File: src/verilog/sqw_defines.svh
/*
 * Timing counts and evaluation mode codes for the square-wave quadrature link.
 * Assumes a 100 MHz system clock shared by both ends.
 */
`ifndef SQW_DEFINES_SVH
`define SQW_DEFINES_SVH

// ----------------------------------------------------------------------
// Clock and timing
// ----------------------------------------------------------------------
`define SQW_CLK_MHZ          100
`define SQW_FAULT_WIDTH_MS   20
// Least time, so rounded up; 20 ms at 100 MHz is 2,000,000 cycles
`define SQW_FAULT_CYCLES     ((`SQW_FAULT_WIDTH_MS * 1000 * `SQW_CLK_MHZ + 0) / 1)

// ----------------------------------------------------------------------
// Evaluation mode codes
// ----------------------------------------------------------------------
`define SQW_EVAL_X1          2'h1
`define SQW_EVAL_X2          2'h2
`define SQW_EVAL_X4          2'h3

`endif

File: src/verilog/sqw_pkg.sv
/*
 * Types shared by both ends of the square-wave quadrature link.
 * Assumes sqw_defines.svh for the numeric constants.
 */
`default_nettype none

package sqw_pkg;

	// Quadrature track state, named by {second, first}
	typedef enum logic [3:0] {
		SQW_Q_00 = 4'b0001,
		SQW_Q_01 = 4'b0010,
		SQW_Q_11 = 4'b0100,
		SQW_Q_10 = 4'b1000
	} sqw_quad_st_t;

	// Counter evaluation factor
	typedef enum logic [1:0] {
		SQW_EVAL_NONE_T = 2'h0,
		SQW_EVAL_1X     = 2'h1,
		SQW_EVAL_2X     = 2'h2,
		SQW_EVAL_4X     = 2'h3
	} sqw_eval_t;

	// Encoder fault output state
	typedef enum logic [1:0] {
		SQW_F_OK   = 2'b01,
		SQW_F_HOLD = 2'b10
	} sqw_fault_st_t;

endpackage

`default_nettype wire

File: src/verilog/sqw_link_if.sv
/*
 * Wires of the square-wave quadrature link, with modports for the
 * encoder and the counting electronics.
 * Assumes both ends share sys_clk; the bench joins the two ends here.
 */
`timescale 1ns/1ns
`default_nettype none

interface sqw_link_if;
	logic incr_track_first;
	logic incr_track_first_n;
	logic incr_track_second;
	logic incr_track_second_n;
	logic ref_pulse;
	logic ref_pulse_n;
	logic fault_indication_n;

	modport encoder (
		output incr_track_first,
		output incr_track_first_n,
		output incr_track_second,
		output incr_track_second_n,
		output ref_pulse,
		output ref_pulse_n,
		output fault_indication_n
	);

	modport counter (
		input incr_track_first,
		input incr_track_first_n,
		input incr_track_second,
		input incr_track_second_n,
		input ref_pulse,
		input ref_pulse_n,
		input fault_indication_n
	);
endinterface

`default_nettype wire

File: src/verilog/sqw_encoder.sv
/*
 * Encoder end: turns step requests into two quadrature square waves,
 * a gated reference pulse, complementary copies and a fault output.
 * Assumes step requests and fault sense come from logic on sys_clk.
 */
`timescale 1ns/1ns
`default_nettype none
`include "sqw_defines.svh"

// How it works
// - two trains a quarter period apart
// - reference pulses gated with both trains
// - complementary copy of each track and the reference driven
// - second lagging first means forward motion
// - fault output low on malfunction, else high
// - fault low pulse lasts at least 20 ms
// - reference pulse spans 90 electrical degrees
// - counter picks 1x, 2x or 4x evaluation
// - counter sees every edge of both trains
// - reference taken only with both trains high
// - counter treats reference, fault, complements optional
module sqw_encoder #(
	parameter int unsigned FAULT_CYCLES = `SQW_FAULT_CYCLES
) (
	// Clock and reset
	input  wire logic      sys_clk,
	input  wire logic      arst_n,
	// User side
	input  wire logic      step_req,
	input  wire logic      step_reverse,
	input  wire logic      ref_mark,
	input  wire logic      malfunction,
	output logic [1:0]     phase_q,
	// Link
	sqw_link_if.encoder    link
);
	localparam int unsigned FW = $clog2(FAULT_CYCLES + 1);

	// ------------------------------------------------------------------
	// Quadrature phase
	// ------------------------------------------------------------------
	// Forward walks 00,01,11,10 on {second,first}, so first leads
	function automatic sqw_pkg::sqw_quad_st_t next_quad(
		input sqw_pkg::sqw_quad_st_t s,
		input logic                  rev
	);
		unique case (s)
			sqw_pkg::SQW_Q_00: next_quad = rev ? sqw_pkg::SQW_Q_10 : sqw_pkg::SQW_Q_01;
			sqw_pkg::SQW_Q_01: next_quad = rev ? sqw_pkg::SQW_Q_00 : sqw_pkg::SQW_Q_11;
			sqw_pkg::SQW_Q_11: next_quad = rev ? sqw_pkg::SQW_Q_01 : sqw_pkg::SQW_Q_10;
			sqw_pkg::SQW_Q_10: next_quad = rev ? sqw_pkg::SQW_Q_11 : sqw_pkg::SQW_Q_00;
			// A corrupted code falls back to the rest state
			default:           next_quad = sqw_pkg::SQW_Q_00;
		endcase
	endfunction

	// Returns {second, first}; neighbouring states differ in one bit
	function automatic logic [1:0] tracks(input sqw_pkg::sqw_quad_st_t s);
		unique case (s)
			sqw_pkg::SQW_Q_00: tracks = 2'h0;
			sqw_pkg::SQW_Q_01: tracks = 2'h1;
			sqw_pkg::SQW_Q_11: tracks = 2'h3;
			sqw_pkg::SQW_Q_10: tracks = 2'h2;
			default:           tracks = 2'h0;
		endcase
	endfunction

	// One state per request, so a request can never skip an edge
	sqw_pkg::sqw_quad_st_t quad_q;
	always_ff @(posedge sys_clk or negedge arst_n) begin
		if (!arst_n) begin
			quad_q <= sqw_pkg::SQW_Q_00;
		end else if (step_req) begin
			quad_q <= next_quad(quad_q, step_reverse);
		end
	end

	// ------------------------------------------------------------------
	// Fault hold
	// ------------------------------------------------------------------
	// A fault that outlasts the width keeps the line low until it clears
	sqw_pkg::sqw_fault_st_t st_q;
	logic [FW-1:0]          fcnt_q;
	always_ff @(posedge sys_clk or negedge arst_n) begin
		if (!arst_n) begin
			st_q <= sqw_pkg::SQW_F_OK;
		end else begin
			unique case (st_q)
				sqw_pkg::SQW_F_OK: begin
					if (malfunction) begin
						st_q <= sqw_pkg::SQW_F_HOLD;
					end
				end
				sqw_pkg::SQW_F_HOLD: begin
					// Stay low for the full width even if the fault clears early
					if (fcnt_q == '0 && !malfunction) begin
						st_q <= sqw_pkg::SQW_F_OK;
					end
				end
				default: st_q <= sqw_pkg::SQW_F_OK;
			endcase
		end
	end

	// The output flop adds one cycle, a margin over the least width
	always_ff @(posedge sys_clk or negedge arst_n) begin
		if (!arst_n) begin
			fcnt_q <= '0;
		end else if (st_q == sqw_pkg::SQW_F_OK) begin
			fcnt_q <= malfunction ? FW'(FAULT_CYCLES - 1) : '0;
		end else if (fcnt_q != '0) begin
			fcnt_q <= fcnt_q - FW'(1);
		end
	end

	// ------------------------------------------------------------------
	// Track and reference drive
	// ------------------------------------------------------------------
	logic [1:0] tr_d;
	logic       ref_d;
	always_comb begin
		tr_d  = tracks(quad_q);
		// Both high is one quarter of the period, hence 90 degrees wide
		ref_d = ref_mark && (tr_d == 2'h3);
	end

	// Tracks and reference switch on one edge, so the gating holds on the wire
	logic a_q, b_q, r_q;
	always_ff @(posedge sys_clk or negedge arst_n) begin
		if (!arst_n) begin
			a_q <= 1'b0;
			b_q <= 1'b0;
		end else begin
			a_q <= tr_d[0];
			b_q <= tr_d[1];
		end
	end

	// Only the nominal width is built; wider reference variants are left out
	always_ff @(posedge sys_clk or negedge arst_n) begin
		if (!arst_n) begin
			r_q <= 1'b0;
		end else begin
			r_q <= ref_d;
		end
	end

	// ------------------------------------------------------------------
	// Fault drive and phase report
	// ------------------------------------------------------------------
	logic f_q;
	always_ff @(posedge sys_clk or negedge arst_n) begin
		if (!arst_n) begin
			f_q <= 1'b1;
		end else begin
			// Fault sense pulls the line low at once, ahead of the hold state
			f_q <= (st_q == sqw_pkg::SQW_F_OK) && !malfunction;
		end
	end

	// Binary phase count from the track levels, aligned with the wires
	always_ff @(posedge sys_clk or negedge arst_n) begin
		if (!arst_n) begin
			phase_q <= 2'h0;
		end else begin
			phase_q <= tr_d ^ {1'b0, tr_d[1]};
		end
	end

	// ------------------------------------------------------------------
	// Complementary drive
	// ------------------------------------------------------------------
	// Complements come from their own flops so both wires switch together
	logic an_q, bn_q, rn_q;
	always_ff @(posedge sys_clk or negedge arst_n) begin
		if (!arst_n) begin
			an_q <= 1'b1;
			bn_q <= 1'b1;
		end else begin
			an_q <= !tr_d[0];
			bn_q <= !tr_d[1];
		end
	end

	always_ff @(posedge sys_clk or negedge arst_n) begin
		if (!arst_n) begin
			rn_q <= 1'b1;
		end else begin
			rn_q <= !ref_d;
		end
	end

	// ------------------------------------------------------------------
	// Link wiring
	// ------------------------------------------------------------------
	// All seven wires come straight from flops, never from gates
	assign link.incr_track_first    = a_q;
	assign link.incr_track_first_n  = an_q;
	assign link.incr_track_second   = b_q;
	assign link.incr_track_second_n = bn_q;
	assign link.ref_pulse           = r_q;
	assign link.ref_pulse_n         = rn_q;
	assign link.fault_indication_n  = f_q;
endmodule

`default_nettype wire

File: src/flat_wrapper.sv
// flat-port wrapper written by rule: the top's interface ports become plain ports
module sqw_encoder_flat 
#(
	parameter int unsigned FAULT_CYCLES = `SQW_FAULT_CYCLES
)
  (sys_clk, arst_n, step_req, step_reverse, ref_mark, malfunction, phase_q, link_incr_track_first, link_incr_track_first_n, link_incr_track_second, link_incr_track_second_n, link_ref_pulse, link_ref_pulse_n, link_fault_indication_n);
  sqw_link_if link_i ();
  input  wire logic sys_clk;
  input  wire logic arst_n;
  input  wire logic step_req;
  input  wire logic step_reverse;
  input  wire logic ref_mark;
  input  wire logic malfunction;
  output logic [1:0] phase_q;
  output wire logic [$bits(link_i.incr_track_first)-1:0] link_incr_track_first;
  output wire logic [$bits(link_i.incr_track_first_n)-1:0] link_incr_track_first_n;
  output wire logic [$bits(link_i.incr_track_second)-1:0] link_incr_track_second;
  output wire logic [$bits(link_i.incr_track_second_n)-1:0] link_incr_track_second_n;
  output wire logic [$bits(link_i.ref_pulse)-1:0] link_ref_pulse;
  output wire logic [$bits(link_i.ref_pulse_n)-1:0] link_ref_pulse_n;
  output wire logic [$bits(link_i.fault_indication_n)-1:0] link_fault_indication_n;
  assign link_incr_track_first = link_i.incr_track_first;
  assign link_incr_track_first_n = link_i.incr_track_first_n;
  assign link_incr_track_second = link_i.incr_track_second;
  assign link_incr_track_second_n = link_i.incr_track_second_n;
  assign link_ref_pulse = link_i.ref_pulse;
  assign link_ref_pulse_n = link_i.ref_pulse_n;
  assign link_fault_indication_n = link_i.fault_indication_n;
  sqw_encoder #(.FAULT_CYCLES(FAULT_CYCLES)) u_core (.sys_clk(sys_clk), .arst_n(arst_n), .step_req(step_req), .step_reverse(step_reverse), .ref_mark(ref_mark), .malfunction(malfunction), .phase_q(phase_q), .link(link_i));
endmodule
File: config.mk
export PLATFORM = sky130hd
export DESIGN_NAME = sqw_encoder_flat
export DESIGN_NICKNAME = d
export VERILOG_FILES = /design/src/verilog/sqw_pkg.sv /design/src/verilog/sqw_link_if.sv /design/src/verilog/sqw_encoder.sv /design/src/flat_wrapper.sv
export VERILOG_INCLUDE_DIRS = /design/src /design/src/verilog
export SDC_FILE = /design/constraint.sdc
export NUM_CORES = 1
export LEC_CHECK = 0
export BUFFER_PORTS_ARGS = -buffer_cell sky130_fd_sc_hd__buf_2
export CORE_MARGIN = 3
export CORE_UTILIZATION = 30
export DETAILED_ROUTE_END_ITERATION = 16
export HOLD_SLACK_MARGIN = 0.12
export SLEW_MARGIN = 30
export SYNTH_ARGS = -nofsm -noshare
export SYNTH_HDL_FRONTEND = slang
export SYNTH_SLANG_ARGS = --single-unit
File: constraint.sdc
create_clock -name sys_clk -period 2.82 [get_ports sys_clk]
set_input_delay 0.423 -clock sys_clk [delete_from_list [all_inputs] [get_ports sys_clk]]
set_output_delay 0.423 -clock sys_clk [all_outputs]
set_load 0.01 [all_outputs]
==> results.yml, run 1 <==
synth:
  synthArstFlopShare_pct: 100
  yosysUniqueCellTypes: 37
  yosysWarningCount: 0
  synth_edf_count: 0
  synth-seq-area-share_pct: 50.2
  synthCells: 177
  syn_area_per_cell_um2: 9.95
  synth_area_um2: 1760
  synth_nets: 186
  synthFlopType: "dfrtp_1"
  ys_ff_latch: 35
routing:
  wl_met1_um: 1620
  avgRoutedWirePerCell_um: 12.9
  vias_per_cell: 5.03
  drc: 0
  antenna_left: 0
  highest-signal-layer: "met4"
  wl_met3_um: 217
  vias: 1318
  wirelength_um: 3390
  dr.pass1.iters: 4
  dr_wl_met2_um: 1500
  drtIter0Drc: 113
clocking:
  clockRootBuffer: "clkbuf_8"
  post_cts_resize_count: 0
  cts_tree: "built"
  clkSlewWorstSetupHoldPaths_ns: 0.07
  clkSinkCount: 35
  cts_made_buffers: 5
  cts_buffer_depth: 2
  htreeDepth: 2
  hold_buffers: 0
  clock_latency_ns: 0.28
  postCtsSetupBuffers: 0
timing:
  rsz0062_at_grt: "no"
  finalHoldViolations: 0
  drv_slew: 0
  fin_crit_sh_pct: 85.2
  setup_tns_ns: 0
  timing.fmax_mhz: 416
  worst_pin_slew_ns: 0.773
  min_period_ns: 2.40
  final_critical_path_setup_slack_ns: 0.417
  relSlewSlack_pct: 48.5
  skew_ns: 0.00663
  setup-violations-final: 0
setup_path:
  endpoint_kind: "register"
  r2r_start: "u_core.fcnt_q[17]"
  cp_slowest_cell: "or4_1"
  cp.arrival_ns: 2.61
  cp_top_family: "simple AND/OR/NAND/NOR gates"
  critPathKind: "register to register"
  cp_cell_sequence: "or4_1 > or4_1 > nor3_4 > o21ai_0 > a31oi_1"
  slowest_delay_ns: 0.55
  r2r-end: "u_core.fcnt_q[3]"
  ff2ff_path_depth: 5
  critical_path.most_common_cell: "or4_1"
  reg2reg_slack_ns: 0.42
  critPathRequiredTime_ns: 3.02
  worstPathMaxFanout: 15
  path_buf_inv: 0
  cp-start-kind: "register"
pwr:
  vdd_drop_max_uv: 473
  switchingPower_mw: 0.700
  clock_power_share_pct: 23.8
  p_int_mw: 1.24
  comb_power_share_pct: 31.9
  switching_share_pct: 36.2
  seq_power_share_pct: 44.4
  cellPowerDensity_nw_per_um2: 969
  p_leak_nw: 0.830
placement:
  placed_area_um2: 1880
  dp_slack_ns: 0.430
  numPortBuffers: 14
  dp.cells: 254
  place_congestion: 0.832
  place_hpwl_um: 2350
grt:
  antenna_found_initial: 0
  grt_pass1_vias: 1287
  grt_first_pass_wirelength_um: 6150
  grt-ovfl-total: 0
  grt_max_degree: 36
  grt_usage_pct: 11.8
finish:
  drive_gt1_share_pct: 17.9
  final_cell_area_um2: 2000
  area_delta_synth_final_pct: 13.5
  fin_nets: 198
  final_cells: 262
  final_cell_mix: "dfrtp_1 (29), o21ai_0 (18), or3_1 (16)"
  antennaDiodeCount: 0
  layout_commonest_cell: "dfrtp_1"
floorplanning:
  rows: 27
  coreArea_um2: 5610
  die_h_um: 82.6
  initial_core_util_pct: 31.4
  io_pins: 15
  chipWidth_um: 82.6
  dieArea_um2: 6820
outcome:
  status: "finished, final reports clean"
hold_path:
  hold_class: "input port to asynchronous set/reset pin"
flow_run:
  cap_violations: 0
[per-layer routing]
layer  up-vias  GRT usage [%]
met1       619           16.4
met4         0           3.43
met5         -              0
met3         5           2.93
met2        36           18.0
li1        658              -
[how the worst max path moves through the flow]
stage	start	to	slack (ns)	depth (start not counted)
after CTS	u_core.fcnt_q[17]	u_core.fcnt_q[3]	0.41	5
final	u_core.fcnt_q[17]	u_core.fcnt_q[3]	0.42	5
after global routing	u_core.fcnt_q[11]	u_core.fcnt_q[3]	0.27	5
after global placement	u_core.fcnt_q[17]	u_core.fcnt_q[19]	0.45	5
after detailed placement	u_core.fcnt_q[17]	u_core.fcnt_q[3]	0.43	5
after floorplan	u_core.fcnt_q[17]	u_core.fcnt_q[2]	0.63	5
[final cells by class]
class                      count  area [um^2]
sequential                    35          883
multi-input combinational    124          800
timing repair buffer          15         77.6
fill                         602         3610
clock buffer                   6         82.6
inverter                       8         30.0
tap                           72         90.1
clock inverter                 2         35.0
[power groups by stage]
| stage | clock (mW) | sequential (mW) | combinational [mW] |
|---|---|---|---|
| 2_1_floorplan | 0 | 0.828 | 0.474 |
| 3_3_place_gp | 0 | 0.862 | 0.614 |
| 3_5_place_dp | 0 | 0.863 | 0.622 |
| 4_1_cts | 0.480 | 0.856 | 0.627 |
| 5_1_grt | 0.498 | 0.889 | 0.720 |
| 6_report | 0.460 | 0.859 | 0.617 |
[registers in the layout, summed over array words and instances (netlist names)]
signal / cells
u_core.fcnt_q: 21
u_core.link.fault_indication_n: 1
u_core.link.incr_track_first: 1
u_core.link.incr_track_first_n: 1
u_core.link.incr_track_second: 1
u_core.link.incr_track_second_n: 1
u_core.link.ref_pulse: 1
u_core.link.ref_pulse_n: 1
u_core.phase_q: 1
u_core.quad_q: 4
u_core.st_q: 2
[cell families (layout without fill, tap and decap cells)]
logic type	count (synthesis)	count (layout)	share of synthesized area (%)
AND/OR/NAND/NOR	67	67	23.3
AO/OA/AOI/OAI	41	41	13.4
flip-flops	35	35	50.2
buffers and inverters	18	31	4.41
XOR/XNOR	12	12	5.97
adder cells (fa/ha/maj)	3	3	2.13
multiplexers	1	1	0.569
[per-stage QoR]
stage	hold WS (ns)	total power, mW	utilization, %
finish	0.215	1.94	35.6
global route	0.265	2.11	35.6
CTS	0.242	1.96	35.6
detailed placement	0.552	1.48	33.5
global placement	0.551	1.48	33.5
floorplan	0.127	1.30	-
[synthesized netlist by cell type (2+ instances only)]
master | instances | area share (%)
o21ai_0 | 18 | 5.1
nor2_1 | 12 | 2.6
or3_1 | 16 | 5.7
a31oi_1 | 3 | 1.1
nand2b_1 | 3 | 1.1
o22ai_1 | 2 | 0.71
o31ai_1 | 4 | 1.7
buf_4 | 2 | 0.85
xor2_1 | 3 | 1.5
nand2_1 | 7 | 1.5
inv_1 | 8 | 1.7
or4_1 | 10 | 4.3
nor4_1 | 3 | 1.1
nand3_1 | 4 | 1.1
xnor2_1 | 9 | 4.5
nor3_1 | 3 | 0.85
dfrtp_1 | 29 | 41
ha_1 | 3 | 2.1
dfstp_2 | 6 | 9.0
clkbuf_1 | 6 | 1.3
a21oi_1 | 9 | 2.6
o21a_1 | 2 | 0.85
Power figures use the tool's default switching activity.
==> inputs of run 2 (changes only) <==
Settings changed: CELL_PAD_IN_SITES_DETAIL_PLACEMENT set to 0, CELL_PAD_IN_SITES_GLOBAL_PLACEMENT set to 1, PLACE_DENSITY_LB_ADDON set to 0.1.
==> run 2 against run 1 <==
  * Routed wire length grew 11%
  * First-iteration DRC count shrank 46%
  * Clock power grew 0.9%
  * Global-route usage grew 0.77 points
  * Maximum frequency shrank 1.6%
  * Sequential power grew 1%
  * Critical endpoint unchanged
==> results.yml, run 2 (same netlist as run 1, synthesis figures left out) <==
clocking:
  htreeDepth: 2
  clkSlewWorstSetupHoldPaths_ns: 0.07
  clock_latency_ns: 0.28
  cts_tree: "built"
  clkSinkCount: 35
  cts_buffer_depth: 2
  post_cts_resize_count: 0
  clockRootBuffer: "clkbuf_8"
  hold_buffers: 0
  cts_made_buffers: 5
  postCtsSetupBuffers: 0
floorplanning:
  die_h_um: 82.6
  initial_core_util_pct: 31.4
  io_pins: 15
  chipWidth_um: 82.6
  coreArea_um2: 5610
  rows: 27
  dieArea_um2: 6820
finish:
  nFillCells: 590
  final_cell_mix: "dfrtp_1 (29), o21ai_0 (18), or3_1 (16)"
  drive_gt1_share_pct: 17.9
  fin_nets: 198
  antennaDiodeCount: 0
  max_flop_register: "u_core.fcnt_q"
  area_delta_synth_final_pct: 13.5
  layout_commonest_cell: "dfrtp_1"
  top_regs: "u_core.fcnt_q: 21 flops, u_core.quad_q: 4 flops, u_core.st_q: 2 flops"
  largest_reg_flops: 21
  utilization_pct: 35.6
timing:
  relSlewSlack_pct: 47.1
  timing.fmax_mhz: 409
  finalHoldViolations: 0
  skew_ns: 0.00532
  min_period_ns: 2.44
  setup_tns_ns: 0
  fin_crit_sh_pct: 86.6
  setup-violations-final: 0
  worst_pin_slew_ns: 0.793
  drv_slew: 0
  rsz0062_at_grt: "no"
pwr:
  p_leak_nw: 0.830
  cellPowerDensity_nw_per_um2: 978
  finalPower_mw: 1.95
  vdd_drop_max_uv: 323
grt:
  antenna_found_initial: 0
  grt_usage_pct: 12.5
  grt-ovfl-total: 0
  grt_pass1_vias: 1316
  grt_max_degree: 36
  grt_first_pass_wirelength_um: 6440
routing:
  drtIter0Drc: 61
  dr.pass1.iters: 4
  vias: 1346
  wirelength_um: 3770
  avgRoutedWirePerCell_um: 14.4
  antenna_left: 0
  vias_per_cell: 5.14
  drc: 0
placement:
  place_congestion: 0.775
  place_hpwl_um: 2650
  numPortBuffers: 14
flow_run:
  cap_violations: 0
setup_path:
  endpoint_kind: "register"
  critPathKind: "register to register"
  cp.arrival_ns: 2.65
  critPathRequiredTime_ns: 3.03
  cp-start-kind: "register"
  worstPathMaxFanout: 15
hold_path:
  hold_class: "input port to asynchronous set/reset pin"
outcome:
  status: "finished, final reports clean"
## run 2: metal layers
metal | wire length, um | part of all wire, % | track usage [%] | vias to the layer above
met3 | 110 | 2.9 | 3.25 | 6
met4 | 68 | 1.8 | 4.58 | 0
met5 | 0 | 0 | 0 | -
li1 | - | - | - | 666
met1 | 1650 | 44 | 14.8 | 658
met2 | 1940 | 51 | 21.9 | 16
## run 2: report_power, final
part / switching, mW / internal [mW] / total (mW)
Sequential: 0.175 / 0.695 / 0.869
Clock: 0.178 / 0.286 / 0.464
Combinational: 0.366 / 0.255 / 0.621
## run 2: critical path, cell delays in order, from the launching register on
cell,delay (ns)
dfrtp_1,0.43
or4_1,0.56
or4_1,0.55
nor3_4,0.47
o21ai_0,0.17
a31oi_1,0.18
## run 2: through the flow
stage	hold WS (ns)	area, um^2	std cells	setup WS (ns)
6_report	0.225	2000	262	0.378
2_1_floorplan	0.127	1760	177	0.627
3_3_place_gp	0.553	1880	254	0.398
5_1_grt	0.279	2000	262	0.220
4_1_cts	0.259	2000	262	0.376
3_5_place_dp	0.565	1880	254	0.408
## run 2: layout make-up
type / instances / area (um^2) / share of cell area, %
well taps: 72 / 90.1 / 4.51
flip-flops and latches: 35 / 883 / 44.2
repair buffers: 15 / 77.6 / 3.88
multi-input cells: 124 / 800 / 40.0
clock inverters: 2 / 35.0 / 1.75
inverters: 8 / 30.0 / 1.50
clock buffers: 6 / 82.6 / 4.13
## run 2: path summary, 6_finish.rpt
kind	start	to	slack, ns	cells past startpoint
worst max-delay path	u_core.fcnt_q[17]	u_core.fcnt_q[3]	0.38	5
worst min-delay path	arst_n	u_core.fcnt_q[10]	0.23	1
worst max register to register	u_core.fcnt_q[17]	u_core.fcnt_q[3]	0.38	5
worst min register to register	u_core.quad_q[0]	u_core.quad_q[0]	0.57	2
max in group asynchronous	arst_n	u_core.fcnt_q[19]	2.09	1
min in group sys_clk	ref_mark	u_core.link.ref_pulse_n	0.28	2
==> inputs of run 3 (changes only) <==
Settings changed: BUFFER_PORTS_ARGS -buffer_cell sky130_fd_sc_hd__buf_2 to unset, DONT_BUFFER_PORTS set to 1, RECOVER_POWER set to 100, REMOVE_ABC_BUFFERS set to 1.
==> run 3 against run 2 <==
  * Clock power increased by 3%
  * Critical path type unchanged
  * Register-to-register slack got worse by 0.05 ns
  * Largest power group unchanged
  * Worst hold slack got worse by 0.025 ns
  * Via count increased by 0.45%
  * Flip-flop and latch count unchanged
  * Clock skew increased by 0.0024 ns
==> results.yml, run 3 (same netlist as run 1, synthesis figures left out) <==
hold_path:
  hold_class: "input port to register"
clocking:
  post_cts_resize_count: 0
  clockRootBuffer: "clkbuf_8"
  cts_tree: "built"
  hold_buffers: 2
  cts_buffer_depth: 2
  cts_made_buffers: 5
  clkSinkCount: 35
  postCtsSetupBuffers: 0
  htreeDepth: 2
  clock_latency_ns: 0.29
  clkSlewWorstSetupHoldPaths_ns: 0.08
outcome:
  status: "finished, final reports clean"
setup_path:
  ff2ff_path_depth: 6
  cp_top_family: "simple AND/OR/NAND/NOR gates"
  crit_start: "u_core.fcnt_q[13]"
  endpoint_kind: "register"
  critPathRequiredTime_ns: 2.97
  cp.arrival_ns: 2.64
  r2r_start: "u_core.fcnt_q[13]"
  critical_path.most_common_cell: "or3_1"
  reg2reg_slack_ns: 0.33
  cp-start-kind: "register"
  endpoint: "u_core.fcnt_q[6]"
  crit_cells: 6
  path_buf_inv: 1
  r2r-end: "u_core.fcnt_q[6]"
  worstPathMaxFanout: 9
  cp_slowest_cell: "or4_1"
  slowest_delay_ns: 0.57
  cp_cell_sequence: "or4_1 > or3_1 > nor3_2 > buf_4 > or3_1 > a31oi_1"
  critPathKind: "register to register"
timing:
  setup-violations-final: 0
  finalHoldViolations: 0
  drv_slew: 0
  skew_ns: 0.00772
  timing.fmax_mhz: 401
  rsz0062_at_grt: "no"
  min_period_ns: 2.49
  setup_tns_ns: 0
  relSlewSlack_pct: 56.3
  worst_pin_slew_ns: 0.653
  fin_crit_sh_pct: 88.4
routing:
  dr.pass1.iters: 4
  vias: 1352
  drtIter0Drc: 70
  drc: 0
  antenna_left: 0
  avgRoutedWirePerCell_um: 15.6
  wirelength_um: 3910
  vias_per_cell: 5.39
placement:
  place_hpwl_um: 2630
  place_congestion: 0.797
  numPortBuffers: 0
pwr:
  cellPowerDensity_nw_per_um2: 983
  p_leak_nw: 0.774
  vdd_drop_max_uv: 396
  finalPower_mw: 1.93
grt:
  grt-ovfl-total: 0
  antenna_found_initial: 0
  grt_pass1_vias: 1329
  grt_usage_pct: 12.9
  grt_max_degree: 36
  grt_first_pass_wirelength_um: 6500
finish:
  drive_gt1_share_pct: 8.94
  layout_commonest_cell: "dfrtp_1"
  multi_input_area_um2: 793
  final_cell_mix: "dfrtp_1 (29), o21ai_0 (18), or3_1 (16)"
  nFillCells: 589
  fin_nets: 187
  seq_area_um2: 883
  antennaDiodeCount: 0
  area_delta_synth_final_pct: 11.3
  max_flop_register: "u_core.fcnt_q"
  top_regs: "u_core.fcnt_q: 21 flops, u_core.quad_q: 4 flops, u_core.st_q: 2 flops"
  largest_reg_flops: 21
floorplanning:
  io_pins: 15
  dieArea_um2: 6820
  coreArea_um2: 5610
  chipWidth_um: 82.6
  rows: 27
  initial_core_util_pct: 31.4
  die_h_um: 82.6
flow_run:
  cap_violations: 0
run 3: worst min path at each step:
stage | startpoint | end | slack [ns] | cells after the start
6_report | ref_mark | u_core.link.ref_pulse_n | 0.20 | 1
5_1_grt | ref_mark | u_core.link.ref_pulse_n | 0.20 | 1
4_1_cts | ref_mark | u_core.link.ref_pulse_n | 0.19 | 1
3_5_place_dp | arst_n | u_core.fcnt_q[7] | 0.13 | 0
3_3_place_gp | arst_n | u_core.fcnt_q[7] | 0.13 | 0
2_1_floorplan | arst_n | u_core.fcnt_q[0] | 0.13 | 0
run 3: metrics by stage:
stage / hold slack, ns / setup slack, ns / utilization (%) / cell area (um^2) / cells
3_5_place_dp: 0.129 / 0.431 / 32.4 / 1820 / 241
6_report: 0.200 / 0.328 / 34.9 / 1960 / 251
2_1_floorplan: 0.127 / 0.617 / - / 1710 / 167
4_1_cts: 0.186 / 0.408 / 35.1 / 1970 / 251
3_3_place_gp: 0.129 / 0.438 / 32.4 / 1820 / 241
5_1_grt: 0.197 / 0.169 / 34.9 / 1960 / 251
run 3: cell type report:
type | instances | share of cell area, %
inverters | 8 | 1.53
clock inverters | 2 | 1.79
well taps | 72 | 4.60
clock buffers | 6 | 4.21
multi-input cells | 124 | 40.5
flip-flops and latches | 35 | 45.1
repair buffers | 4 | 2.30
run 3: report_power, final:
part / internal, mW / total (mW) / switching, mW
Clock: 0.286 / 0.476 / 0.190
Combinational: 0.230 / 0.564 / 0.334
Sequential: 0.686 / 0.887 / 0.200
run 3: per-layer routing:
| layer | vias up | part of all wire, % | global-route usage, % |
|---|---|---|---|
| met5 | - | 0 | 0 |
| met4 | 0 | 0.92 | 3.43 |
| met3 | 5 | 5.8 | 5.97 |
| met2 | 26 | 45 | 20.0 |
| met1 | 683 | 48 | 16.1 |
| li1 | 638 | - | - |
